### config.mk
export PLATFORM = sky130hd
export DESIGN_NAME = mbo_unit
export DESIGN_NICKNAME = d
export VERILOG_FILES = /design/src/hdl/mbo_pkg.sv /design/src/hdl/mbo_unit.sv
export SDC_FILE = /design/constraint.sdc
export NUM_CORES = 1
export LEC_CHECK = 0
export BUFFER_PORTS_ARGS = -buffer_cell sky130_fd_sc_hd__buf_2
export CAP_MARGIN = 5
export CORE_UTILIZATION = 55
export DETAILED_ROUTE_END_ITERATION = 10
export PLACE_DENSITY = 0.83
export SETUP_SLACK_MARGIN = 0.1
export SLEW_MARGIN = 10
export SYNTH_ARGS = -nofsm -noshare
export SYNTH_HDL_FRONTEND = slang
export SYNTH_SLANG_ARGS = --single-unit
### constraint.sdc
create_clock -name core_clk -period 5.6 [get_ports core_clk]
set_input_delay 0.28 -clock core_clk [delete_from_list [all_inputs] [get_ports core_clk]]
set_output_delay 0.28 -clock core_clk [all_outputs]
set_load 0.05 [all_outputs]
### src/hdl/mbo_pkg.sv
// Package of constants and types for the memory block operation unit.
package mbo_pkg;
  localparam int          MEM_BYTES     = 1024;
  localparam logic [11:0] MEM_LAST      = 12'h3ff;
  localparam logic [11:0] INC_LAST_ADDR = 12'h3fc;
  localparam logic [1:0]  INC_SIZE_BAD  = 2'h3;
  localparam logic [7:0]  STAT_OK       = 8'h00;
  localparam logic [7:0]  STAT_ADDR     = 8'h01;
  localparam logic [7:0]  STAT_MISUSE   = 8'h02;
  localparam logic [7:0]  MEM_INIT_XOR  = 8'h5a;

  typedef enum logic [1:0] {MBO_COPYR, MBO_XOR, MBO_INC} mbo_op_t;

  typedef struct packed {
    logic        valid;
    mbo_op_t     op;
    logic        prio;
    logic [7:0]  count;
    logic [11:0] src;
    logic [11:0] dst;
  } mbo_cmd_t;

  typedef struct packed {
    logic       low_priority_done;
    logic       high_priority_done;
    logic       misuse_fault;
    logic       address_range_fault;
    logic       status_valid;
    logic [7:0] status;
  } mbo_evt_t;

  typedef enum {ST_IDLE, ST_READ, ST_WRITE, ST_DONE} mbo_state_t;
endpackage

### src/hdl/mbo_unit.sv
// Memory block operation unit: reversed copy, block XOR and word increment.
// Summary of operation
// RQ1: The priority bit of a command selects low (0) or high (1) execution.
// RQ2: A finished command pulses the done event of its own priority level.
// RQ3: A command at a level already busy raises misuse and is not started.
// RQ4: Reversed copy takes an 8-bit count, 12-bit source and destination.
// RQ5: Reversed copy writes source byte n to destination start+count-1-n.
// RQ6: Block XOR writes source xor destination bytes over the destination.
// RQ7: Increment adds one to a little-endian word of 2^size bytes.
// RQ8: An increment size code of 3 raises the misuse fault.
// RQ9: Increment starting above 0x3fc raises the address range fault.
// RQ10: Copy or XOR touching bytes outside memory aborts with range fault.
module mbo_unit
  import mbo_pkg::*;
(
  input  wire logic     core_clk, // System clock, 50 MHz.
  input  wire logic     rst_b,    // Asynchronous reset, active low.
  input  wire mbo_cmd_t cmd,      // Command strobe with operands.
  output mbo_evt_t      evt,      // Event pulses and status.
  output logic          busy_lo,  // Low priority level busy.
  output logic          busy_hi   // High priority level busy.
);
  // One engine serves both levels; a pending low command waits while a high
  // one runs, which keeps the datapath small at the cost of latency.
  // Timing: a command is taken on the edge where its valid bit is high, the
  // busy flag of its level rises on that same edge and the engine leaves IDLE
  // one cycle later. Each byte costs one READ and one WRITE cycle, so a
  // block of C bytes ends about 2C+3 cycles after it was taken. The done and
  // fault events are single-cycle pulses; the busy flag falls together with
  // the done pulse, so the host may issue the next command on that level
  // right after it sees done.
  typedef struct packed {
    mbo_state_t  st;
    logic [1:0]  pend;
    mbo_cmd_t    [1:0] slot;
    logic        cur;
    logic [7:0]  idx;
    logic [7:0]  rd_byte;
    logic        carry;
    logic        range_err;
    mbo_evt_t    evt;
  } mbo_reg_t;

  // Engine state and the byte store.
  mbo_reg_t   q_r;
  mbo_reg_t   q_nxt;
  logic [7:0] mem_r [MEM_BYTES];
  logic       mem_we;
  logic [9:0] mem_wa;
  logic [7:0] mem_wd;

  mbo_cmd_t    act;
  logic [12:0] s_end;
  logic [12:0] d_end;
  logic [11:0] ra;
  logic [11:0] wa;
  logic [8:0]  sum;
  logic [7:0]  nbytes;
  logic        inc_size_bad;
  logic        inc_range_bad;
  logic        blk_range_bad;
  logic        inc_last;
  logic        blk_last;

  // Operand checks and address arithmetic for the active slot. They only
  // look at the latched command, so a new command arriving on the same
  // edge cannot disturb a job that is already running.
  always_comb begin
    act    = q_r.slot[q_r.cur];
    s_end  = {1'b0, act.src} + {5'h00, act.count} - 13'h0001;
    d_end  = {1'b0, act.dst} + {5'h00, act.count} - 13'h0001;
    nbytes = 8'h01 << act.count[1:0];
    ra     = act.src + {4'h0, q_r.idx};
    unique case (act.op)
      MBO_COPYR: begin
        wa = act.dst + {4'h0, act.count} - 12'h001 - {4'h0, q_r.idx}; // RQ5
      end
      MBO_XOR: begin
        wa = act.dst + {4'h0, q_r.idx}; // RQ6
      end
      default: begin
        wa = ra; // RQ7
      end
    endcase
    sum           = {1'b0, q_r.rd_byte} + {8'h00, q_r.carry};
    inc_size_bad  = act.count[1:0] == INC_SIZE_BAD; // RQ8
    // Four bytes are always reachable, even for a one-byte increment.
    inc_range_bad = act.src > INC_LAST_ADDR; // RQ9
    // An empty block touches nothing, so it can never be out of range.
    blk_range_bad = act.count != 8'h00 &&
                    (s_end > {1'b0, MEM_LAST} ||
                     d_end > {1'b0, MEM_LAST}); // RQ10
    inc_last      = q_r.idx == nbytes;
    blk_last      = q_r.idx == act.count;
  end

  // Next state of the engine and of the two command slots.
  always_comb begin
    q_nxt  = q_r;
    q_nxt.evt = '0;
    mem_we = 1'b0;
    mem_wa = wa[9:0];
    mem_wd = 8'h00;
    // A refused command leaves the running job and its slot untouched.
    if (cmd.valid) begin
      if (q_r.pend[cmd.prio]) begin
        q_nxt.evt.misuse_fault = 1'b1; // RQ3
      end else begin
        q_nxt.slot[cmd.prio] = cmd; // RQ1 RQ4
        q_nxt.pend[cmd.prio] = 1'b1;
      end
    end

    // A job walks IDLE, then READ and WRITE once per byte, then DONE. Every
    // check sits in READ so that an illegal job ends before any write.
    unique case (q_r.st)
      ST_IDLE: begin
        // High goes first when both levels wait; a low job never preempts.
        if (q_r.pend != 2'b00) begin
          q_nxt.cur   = q_r.pend[1]; // RQ1
          q_nxt.idx   = 8'h00;
          // The carry starts at one, which is the increment itself.
          q_nxt.carry = 1'b1;
          q_nxt.range_err = 1'b0;
          q_nxt.st    = ST_READ;
        end
      end

      ST_READ: begin
        // Range checks repeat on every READ pass; they are constant per job.
        if (act.op == MBO_INC) begin
          if (inc_size_bad) begin
            q_nxt.evt.misuse_fault = 1'b1; // RQ8
            q_nxt.st = ST_DONE;
          end else if (inc_range_bad) begin
            q_nxt.range_err = 1'b1; // RQ9
            q_nxt.st = ST_DONE;
          end else if (inc_last) begin
            q_nxt.st = ST_DONE;
          end else begin
            q_nxt.rd_byte = mem_r[ra[9:0]];
            q_nxt.st = ST_WRITE;
          end
        end else if (blk_range_bad) begin
          q_nxt.range_err = 1'b1; // RQ10
          q_nxt.st = ST_DONE;
        end else if (blk_last) begin
          q_nxt.st = ST_DONE;
        end else begin
          q_nxt.rd_byte = mem_r[ra[9:0]];
          q_nxt.st = ST_WRITE;
        end
      end

      ST_WRITE: begin
        mem_we = 1'b1;
        // XOR reads the destination byte in the same cycle it overwrites it.
        unique case (act.op)
          MBO_XOR: begin
            mem_wd = q_r.rd_byte ^ mem_r[wa[9:0]]; // RQ6
          end
          MBO_INC: begin
            mem_wd      = sum[7:0]; // RQ7
            q_nxt.carry = sum[8];
          end
          MBO_COPYR: begin
            mem_wd = q_r.rd_byte; // RQ5
          end
          default: begin
            mem_wd = 8'h00;
          end
        endcase
        q_nxt.idx = q_r.idx + 8'h01;
        q_nxt.st  = ST_READ;
      end

      ST_DONE: begin
        // Done is raised whatever the outcome of the job.
        q_nxt.evt.low_priority_done  = ~q_r.cur; // RQ2
        q_nxt.evt.high_priority_done = q_r.cur; // RQ2
        q_nxt.evt.address_range_fault = q_r.range_err;
        q_nxt.evt.status_valid = 1'b1;
        if (q_r.range_err) begin
          q_nxt.evt.status = STAT_ADDR;
        end else if (act.op == MBO_INC && inc_size_bad) begin
          q_nxt.evt.status = STAT_MISUSE; // RQ8
        end else begin
          q_nxt.evt.status = STAT_OK;
        end
        q_nxt.pend[q_r.cur] = 1'b0;
        q_nxt.st = ST_IDLE;
      end
    endcase
  end

  // The whole state is one register so reset clears every field at once.
  always_ff @(posedge core_clk or negedge rst_b) begin
    if (!rst_b) begin
      q_r <= '0;
    end else begin
      q_r <= q_nxt;
    end
  end

  // Every byte comes out of reset with a known pattern, so a block operation
  // on memory that nobody has written is still repeatable; this costs a
  // reset on each storage flop. One entry per generate step.
  for (genvar i = 0; i < MEM_BYTES; i++) begin : g_mem
    always_ff @(posedge core_clk or negedge rst_b) begin
      if (!rst_b) begin
        mem_r[i] <= 8'(i) ^ MEM_INIT_XOR;
      end else if (mem_we && mem_wa == 10'(i)) begin
        mem_r[i] <= mem_wd;
      end
    end
  end

  // Outputs come straight from the state flops, so the host never sees a
  // combinational glitch on an event pulse.
  assign evt     = q_r.evt;
  assign busy_lo = q_r.pend[0];
  assign busy_hi = q_r.pend[1];
endmodule

# After elaboration in Yosys (flattened, before gate mapping)
# Index checks and enable logic that the tools add are counted.
[word_totals]
register_bits = 129
latch_bits = 0
ramBits = 0
rom_bits = 0
inputBits = 38
output_inout_bits = 15
wordCells = 105
mem_count = 0
[classes]
addsub = 5
multipliers = 0
div = 0
magnitude_cmp = 7
n_eq_ne = 11
shifts = 1
n_mux = 39
bitwise = 5
n_reduce_logical = 14
[ops]
columns = ["cell", "n"]
rows = [
  ["two-way mux 74 bit", 2],
  ["two-way mux 32 bit", 4],
  ["case mux 32 bit (4 select lines)", 1],
  ["bitwise mux 72 bit", 1],
  ["two-way mux 35 bit", 2],
  ["equality test 32 x 2 -> 1 bit, second input constant", 2],
  ["demux 36 bit (select 1 bit)", 1],
  ["two-way mux 36 bit", 1],
  ["equality test 32 x 1 -> 1 bit, second input constant", 1],
  ["logical NOT 32 bit", 1],
  ["adder 12 x 8 -> 13 bit", 2],
  ["> comparator 13 x 10 -> 1 bit, second input constant", 2],
  ["subtractor 13 x 1 -> 13 bit, second input constant", 2],
  ["two-way mux 1 bit", 17],
  ["equality test 8 bit", 2],
  ["case mux 8 bit (2 select lines)", 1],
  ["> comparator 12 x 10 -> 1 bit, second input constant", 1],
  ["two-way mux 10 bit", 1],
  ["!= test 3 bit, second input constant", 3],
  ["adder 8 x 1 -> 8 bit, second input constant", 1],
  ["two-way mux 2 bit", 4],
  ["two-way mux 8 bit", 1],
  ["nonzero test 8 bit", 1],
  ["<< shifter 1 x 2 -> 8 bit, first input constant", 1],
  ["other kinds (15)", 27],
]

# Longest topological paths before layout
# Gate-level depths: netlist (run 1).
[logic_depth]
ltp_word = 10
ltp_mapped = 17
ltp_nobuf = 13

# Worst setup path after synthesis (run 1)
# Ideal clock, no wire load.
[synth_path]
path_kind = "flip-flop to flip-flop"
from = "register q_r[31] (netlist name)"
to = "register q_r[106] (netlist name)"
setup_time_ns = 0.120
arrival_time_ns = 3.662
required_ns = 5.480
slack_ns = 1.818
path_stages_with_launch = 18
n_path_buf = 4
synth_period_minus_slack_ns = 3.782
cell_sequence = "dfrtp_1 buf_6 buf_2 buf_2 buf_1 mux2i_1 ha_1 inv_1 ha_1 inv_1 fa_1 nor2b_1 o211ai_1 a211oi_1 o21ai_0 a2111oi_4 nand3_1 o211a_1"
[synth_via]
elab_chain_len = 10
word_cells_on_any_way = 24
classes_between = "4 x add/sub; 3 x order compare; 4 x eq/ne; 1 x shift; 9 x mux; 3 x reduce/logical"
[synth_rtl]
columns = ["item", "line_no", "rtl"]
rows = [
  ["start, declared", "mbo_unit.sv:45", "mbo_reg_t q_r;"],
  ["start signal, assigned", "mbo_unit.sv:201", "q_r <= q_nxt;"],
  ["two-way mux 35 bit (not written as such) (*) (2 in a row)", "mbo_unit.sv:69", "act = q_r.slot[q_r.cur];"],
  ["adder 12 x 8 -> 13 bit (on tied branches)", "mbo_unit.sv:70, mbo_unit.sv:71", ""],
  ["subtractor 13 x 1 -> 13 bit (on tied branches)", "mbo_unit.sv:70, mbo_unit.sv:71", ""],
  ["> comparator 13 x 10 -> 1 bit (on tied branches)", "mbo_unit.sv:91, mbo_unit.sv:92", ""],
  ["logical OR 1 bit", "mbo_unit.sv:91", "(s_end > {1'b0, MEM_LAST} ||"],
  ["logical AND 1 bit", "mbo_unit.sv:90", "blk_range_bad = act.count != 8'h00 &&"],
  ["two-way mux 1 bit", "mbo_unit.sv:144", "end else if (blk_range_bad) begin"],
  ["two-way mux 32 bit (*)", "mbo_unit.sv:131", "if (act.op == MBO_INC) begin"],
  ["case mux 32 bit (4 select lines) (*)", "mbo_unit.sv:116", "unique case (q_r.st)"],
]
# Mark *: on every way between the ends. The rest lies on a longest branch, timed or not. The select of a mux whose other input is x is not followed.
# A chain may end at the register's enable or synchronous reset.

# Final worst setup path (run 1)
# Same ends and word-level chain as after synthesis.

==> impl_metrics.toml, run 1 <==
[grt]
met3_usage = 0.0515
first_global_vias = 3809
met2_usage = 0.401
grt_max_degree = 89
antenna_found_initial = 0
grtUsageTotal = 0.239
met1_usage = 0.294
grt_pass1_wl_mm = 18.1
grt.busiest_layer = "met2"
overflow = 0

[setup_path]
path_cells = "mux2i_1 -> ha_1 -> inv_1 -> ha_1 -> inv_1 -> fa_1 -> nor2b_1 -> o211ai_1 -> a211oi_1 -> o21ai_0 -> a2111oi_4 -> nand3_1 -> o211a_1"
worstSetupPathType = "flip-flop to flip-flop"
critPathBufInv = 2
critPathTopFamily = "compound AO/OA/AOI/OAI gates"
worst_path_largest_cell_delay_ps = 890
endpoint_kind = "flip-flop"
start_kind = "flip-flop"
required_ps = 5860
regToRegSetupSlack_ps = 1580
slowest_stage = "dfrtp_2"
worstPathArrival_ps = 4280
critPathMaxFanout = 32

[logic_synthesis]
synth.avg_cell_area_um2 = 10.9
ys_types = 49
synth-edff-count = 0
synth.most_common_cell = "dfrtp_1"
syn_inst = 483
yosys_warnings = 0
async_flop_share = 1.00
yosysSeqAreaShare = 0.418
syn_area_um2 = 5260
synth_seq_cells = 88
synth_area_leader_cell = "dfrtp_1"
yosys-top-cells-area = "dfrtp_1 42%, mux2_2 15%, ha_1 10%, mux2i_1 6.3%, inv_1 3.0%"
post_synth_most_frequent_cells = "88 x dfrtp_1, 70 x mux2_2, 42 x ha_1, 42 x inv_1, 33 x mux2i_1"
synth_top_area_frac = 0.418
synthFlopType = "dfrtp_1"

[cells_and_area]
syn_to_final_growth_pct = 8.77
final_layout_size_suffix_gt1_frac = 0.270
layout.area.seq_um2 = 2200
antennaDiodeCount = 0
design_area_um2 = 5730
multi_input_area_um2 = 2760
fillers = 748
fin_nets = 602

[die]
die_height_um = 99.8
fp.dieW_um = 99.8
io_pins = 53
row_count = 35
core-area_um2 = 9240
die_area_um2 = 9970
initial_core_util = 0.570

[placed_design]
numPortBuffers = 46
place_ws_ps = 1640
postPlaceCellArea_um2 = 5540
dp_hpwl_mm = 8.19
place.gp.congestion = 0.886

[route]
post_drt_wl_per_cell_um = 16.9
wl_mm = 11.1
first_iter_violations = 200
viasPerCell = 5.83
drtPass1Iterations = 5
drcViolationCount = 0
postRouteAntennaNets = 0
vias = 3814

[clocking]
ctsLongestPathBuffers = 2
cts_resized = 0
holdBufCountCts = 0
root_buffer = "clkbuf_8"
tritoncts = "done"
clk_pin_slew_ps = 100
cts.sinks = 88
htreeDepth = 3
cts_buffers = 9
post_cts_buffers = 0
clock_latency_ps = 380

[status]
outcome = "complete, no violations"

[sta]
period_minus_slack_ps = 4020
tns_ps = 0
worstMarginPinSlew_ps = 1080
drv_slew = 0
worst_slack_ps = 1580
whs_ps = 82.6
fin_skew_ps = 16.7
rsz0062_at_grt = "false"
slew_headroom = 0.280
period_share = 0.719
max_freq_mhz = 248
hold_viol = 0
setup_violations = 0

[job]
maxCapViolations = 0

[worst_hold_path]
hold_class = "input pin to asynchronous set/reset pin"
worst reg2reg max path, cell delays in order, from the launching register on:
cell and delay [ps]:
dfrtp_2 890, mux2i_1 620, ha_1 340, inv_1 60, ha_1 160, inv_1 70, fa_1 350, nor2b_1 110
o211ai_1 100, a211oi_1 300, o21ai_0 210, a2111oi_4 310, nand3_1 150, o211a_1 240
through the flow:
step	util	instances
6_report	0.620	654
4_1_cts	0.620	654
3_3_place_gp	0.599	638
2_1_floorplan	-	488
5_1_grt	0.620	654
3_5_place_dp	0.599	638
cell type report:
class / instances / area share
clock buffer: 10 / 0.0223
clock inverter: 6 / 0.0103
inverter: 42 / 0.0275
multi-input combinational: 330 / 0.482
sequential: 88 / 0.385
tap: 129 / 0.0282
timing repair buffer: 49 / 0.0446
cell usage in the layout, fill, tap and decap left out, drive strengths merged, types with 3 or more instances in the layout:
cell type | synthesis | routed
dfrtp | 88 | 88
mux2 | 71 | 71
buf | 21 | 49
inv | 42 | 46
ha | 42 | 42
mux2i | 33 | 33
nor2 | 24 | 24
o21ai | 21 | 21
nand2 | 17 | 17
nand3 | 15 | 15
a21oi | 13 | 13
clkbuf | 7 | 10
xnor2 | 8 | 8
nor4 | 6 | 6
conb | 1 | 6
nor2b | 6 | 6
nand4 | 5 | 5
nor3 | 5 | 5
and3 | 4 | 4
nand2b | 4 | 4
a31oi | 4 | 4
a211oi | 4 | 4
and2 | 4 | 4
a22o | 3 | 3
nand3b | 3 | 3
o211ai | 3 | 3
a21o | 3 | 3
o2111ai | 3 | 3
or4 | 3 | 3
logic make-up after synthesis:
logic type / Yosys count / synth area share
compound gates: 62 / 0.0775
xor+xnor: 8 / 0.0133
fa+ha+maj: 44 / 0.107
buf+inv: 70 / 0.0611
flops: 88 / 0.418
mux: 104 / 0.215
other cells: 1 / 0.000712
simple gates: 106 / 0.106
worst paths after layout:
check	start	endpoint	cells after the start
worst max-delay path	q_r[31]	q_r[106]	13
worst min-delay path	rst_b	q_r[13]	1
worst max register to register	q_r[31]	q_r[106]	13
worst min register to register	q_r[13]	evt[1]	1
max in group asynchronous	rst_b	q_r[31]	1
min in group core_clk	cmd[29]	flip-flop	2
layer usage:
layer / routed length (um) / share of wire
met1: 4700 / 0.42
met2: 5370 / 0.49
met3: 600 / 0.054
met4: 384 / 0.035
met5: 0 / 0
Power of run 1 is left out: the tool's default activity adds up to more than one toggle a clock period on the data nets, which glitch-free logic cannot reach.
==> run 2, diff against run 1 <==
Settings changed: ABC_AREA from default to 1, CORE_UTILIZATION 55 to 54, PLACE_DENSITY 0.83 to 0.85.
Clock period 5.6 ns to 3.5 ns, I/O delays scaled along.
==> run 2 against run 1 <==
Effect of this change:
- area after synthesis up 3.4%
- highest routed layer unchanged
- largest cell class unchanged
- global-route usage up 0.69 points
- utilization down 1.4 points
- worst hold slack worse by 21 ps
- clock-buffer cell count up 1
- synthesized cell count up 47%
- wire length up 6.2%
==> impl_metrics.toml, run 2 <==
[clocking]
cts_resized = 0
clock_latency_ps = 370
ctsLongestPathBuffers = 2
clk_pin_slew_ps = 90
root_buffer = "clkbuf_8"
tritoncts = "done"
cts_buffers = 9
cts.sinks = 88
htreeDepth = 3

[placed_design]
numPortBuffers = 46
postPlaceCellArea_um2 = 5720
dp_hpwl_mm = 8.64
place.gp.congestion = 0.900
place_ws_ps = 477

[cells_and_area]
final_common_cell = "nand2_1"
syn_to_final_growth_pct = 8.79
fillers = 827
final_layout_size_suffix_gt1_frac = 0.123
fin_nets = 826
multi_input_area_um2 = 2590
most-common-layout-cells = "181 x nand2_1, 127 x inv_1, 88 x dfrtp_1"
layout.area.seq_um2 = 2200
post-route-util = 0.605
design_area_um2 = 5920
antennaDiodeCount = 0

[grt]
first_global_vias = 4418
antenna_found_initial = 0
grtUsageTotal = 0.246
grt_max_degree = 72
grt_pass1_wl_mm = 20.1
overflow = 0

[setup_path]
endpoint_kind = "flip-flop"
worst_path_largest_cell_delay_ps = 390
critPathTopFamily = "simple AND/OR/NAND/NOR gates"
start_kind = "flip-flop"
critPathMaxFanout = 14
critPathBufInv = 5
worstPathArrival_ps = 3310
worstSetupPathType = "flip-flop to flip-flop"
required_ps = 3750
crit_path_frequent_cell = "nand2_1"
slowest_stage = "dfrtp_1"
path_cells = "buf_4 -> buf_4 -> or2_1 -> o21ai_2 -> ha_1 -> inv_1 -> ha_1 -> inv_1 -> fa_1 -> inv_1 -> nand2_1 -> nand2_1 -> nand2_1 -> nand2_1 -> nand2_1 -> nand3b_1 -> nand3_1 -> nor2_1 -> nand3_1 -> nand2_1 -> nand3_1 -> nand2_1 -> a21oi_2"

[sta]
max_freq_mhz = 327
worst_slack_ps = 442
rsz0062_at_grt = "false"
hold_viol = 0
worstMarginPinSlew_ps = 1130
tns_ps = 0
fin_skew_ps = 11.8
setup_violations = 0
period_minus_slack_ps = 3060
slew_headroom = 0.245
drv_slew = 0
period_share = 0.874

[route]
first_iter_violations = 215
drcViolationCount = 0
drtPass1Iterations = 5
viasPerCell = 5.20
post_drt_wl_per_cell_um = 13.3
vias = 4589
wl_mm = 11.7
postRouteAntennaNets = 0

[job]
maxCapViolations = 0

[logic_synthesis]
synthFlopType = "dfrtp_1"
synth-edff-count = 0
synth_top_family_by_area = "simple AND/OR/NAND/NOR gates"
yosys_warnings = 0
synth.most_common_cell = "nand2_1"
syn_inst = 708
async_flop_share = 1.00
yosys-top-cells-area = "dfrtp_1 40%, nand2_1 13%, ha_1 9.7%, inv_1 8.8%, o21ai_0 7.8%"
synth_mux_area_frac = 0.0260
synth_compound_area_frac = 0.115
synthAdderAreaFrac = 0.104
syn_area_um2 = 5440
yosysSeqAreaShare = 0.405
post_synth_most_frequent_cells = "182 x nand2_1, 127 x inv_1, 88 x dfrtp_1"
ys_types = 34
synth_seq_cells = 88
synth_xor_xnor_area_share = 0.0113
synth_area_leader_cell = "dfrtp_1"
synthSimpleGateAreaFrac = 0.215
synth_top_area_frac = 0.405
synth.avg_cell_area_um2 = 7.68

[die]
initial_core_util = 0.557
die_area_um2 = 10500
core-area_um2 = 9770
row_count = 36
fp.dieW_um = 102
die_height_um = 102
io_pins = 53

[status]
outcome = "complete, no violations"

[worst_hold_path]
hold_class = "input pin to flip-flop"
run 2: cell count changes in the layout (fill, tap and decap cells not counted), moves of 15 or more:
cell | before | now
nor2_1 | 24 | 39
nand2_1 | 17 | 181
mux2i_1 | 33 | 13
inv_1 | 42 | 127
mux2_2 | 70 | 1
o21ai_0 | 21 | 85
run 2: path summary, 6_finish.rpt:
check	to	slack, ps	start	depth (start not counted)
min in group asynchronous	asynchronous set/reset pin	450	rst_b	2
max in group asynchronous	asynchronous set/reset pin	2220	rst_b	3
min	flip-flop	60	cmd[22]	3
max reg2reg	q_r[106]	440	q_r[31]	23
max	q_r[106]	440	q_r[31]	23
min reg2reg	evt[1]	460	q_r[13]	1
run 2: through the flow:
| step | hold slack (ps) | std cells |
|---|---|---|
| 4_1_cts | 50.3 | 882 |
| 3_5_place_dp | 350 | 865 |
| 5_1_grt | 68.6 | 882 |
| 2_1_floorplan | -121 | 713 |
| 3_3_place_gp | 339 | 865 |
| 6_report | 62.1 | 882 |
run 2: logic make-up (layout without fill, tap and decap cells):
group,Yosys count,count (layout)
simple gates,280,280
compound gates,113,113
other cells,1,6
buf+inv,161,197
xor+xnor,7,7
mux,14,14
flops,88,88
fa+ha+maj,44,44
run 2: routing by layer:
metal | track usage | vias up | part of all wire | wire length (um)
met1 | 0.323 | 2187 | 0.45 | 5340
li1 | - | 2266 | - | -
met2 | 0.409 | 117 | 0.49 | 5760
met4 | 0.0956 | 0 | 0.018 | 207
met3 | 0.0369 | 19 | 0.037 | 429
met5 | 0 | - | 0 | 0
run 2: tightest hold or removal path: cells and delay by family:
family | cells | cell delay, ps
buf+inv | 2 | 140
compound gates | 1 | 70
run 2: layout make-up:
type                            count  share of cell area
Clock buffer                       11              0.0256
Clock inverter                      5             0.00655
Inverter                          128              0.0812
Multi-Input combinational cell    464               0.438
Sequential cell                    88               0.372
Tap cell                          133              0.0281
Timing Repair Buffer               53              0.0486
run 2: timing repair:
| action | in CTS | in global routing |
|---|---|---|
| hold buffers | 1 | 0 |
| endpoints found under the hold margin | 70 | 0 |
| setup buffers | 0 | 0 |
| endpoints found under the setup margin | 0 | 0 |
Power of run 2 is left out for the same reason.
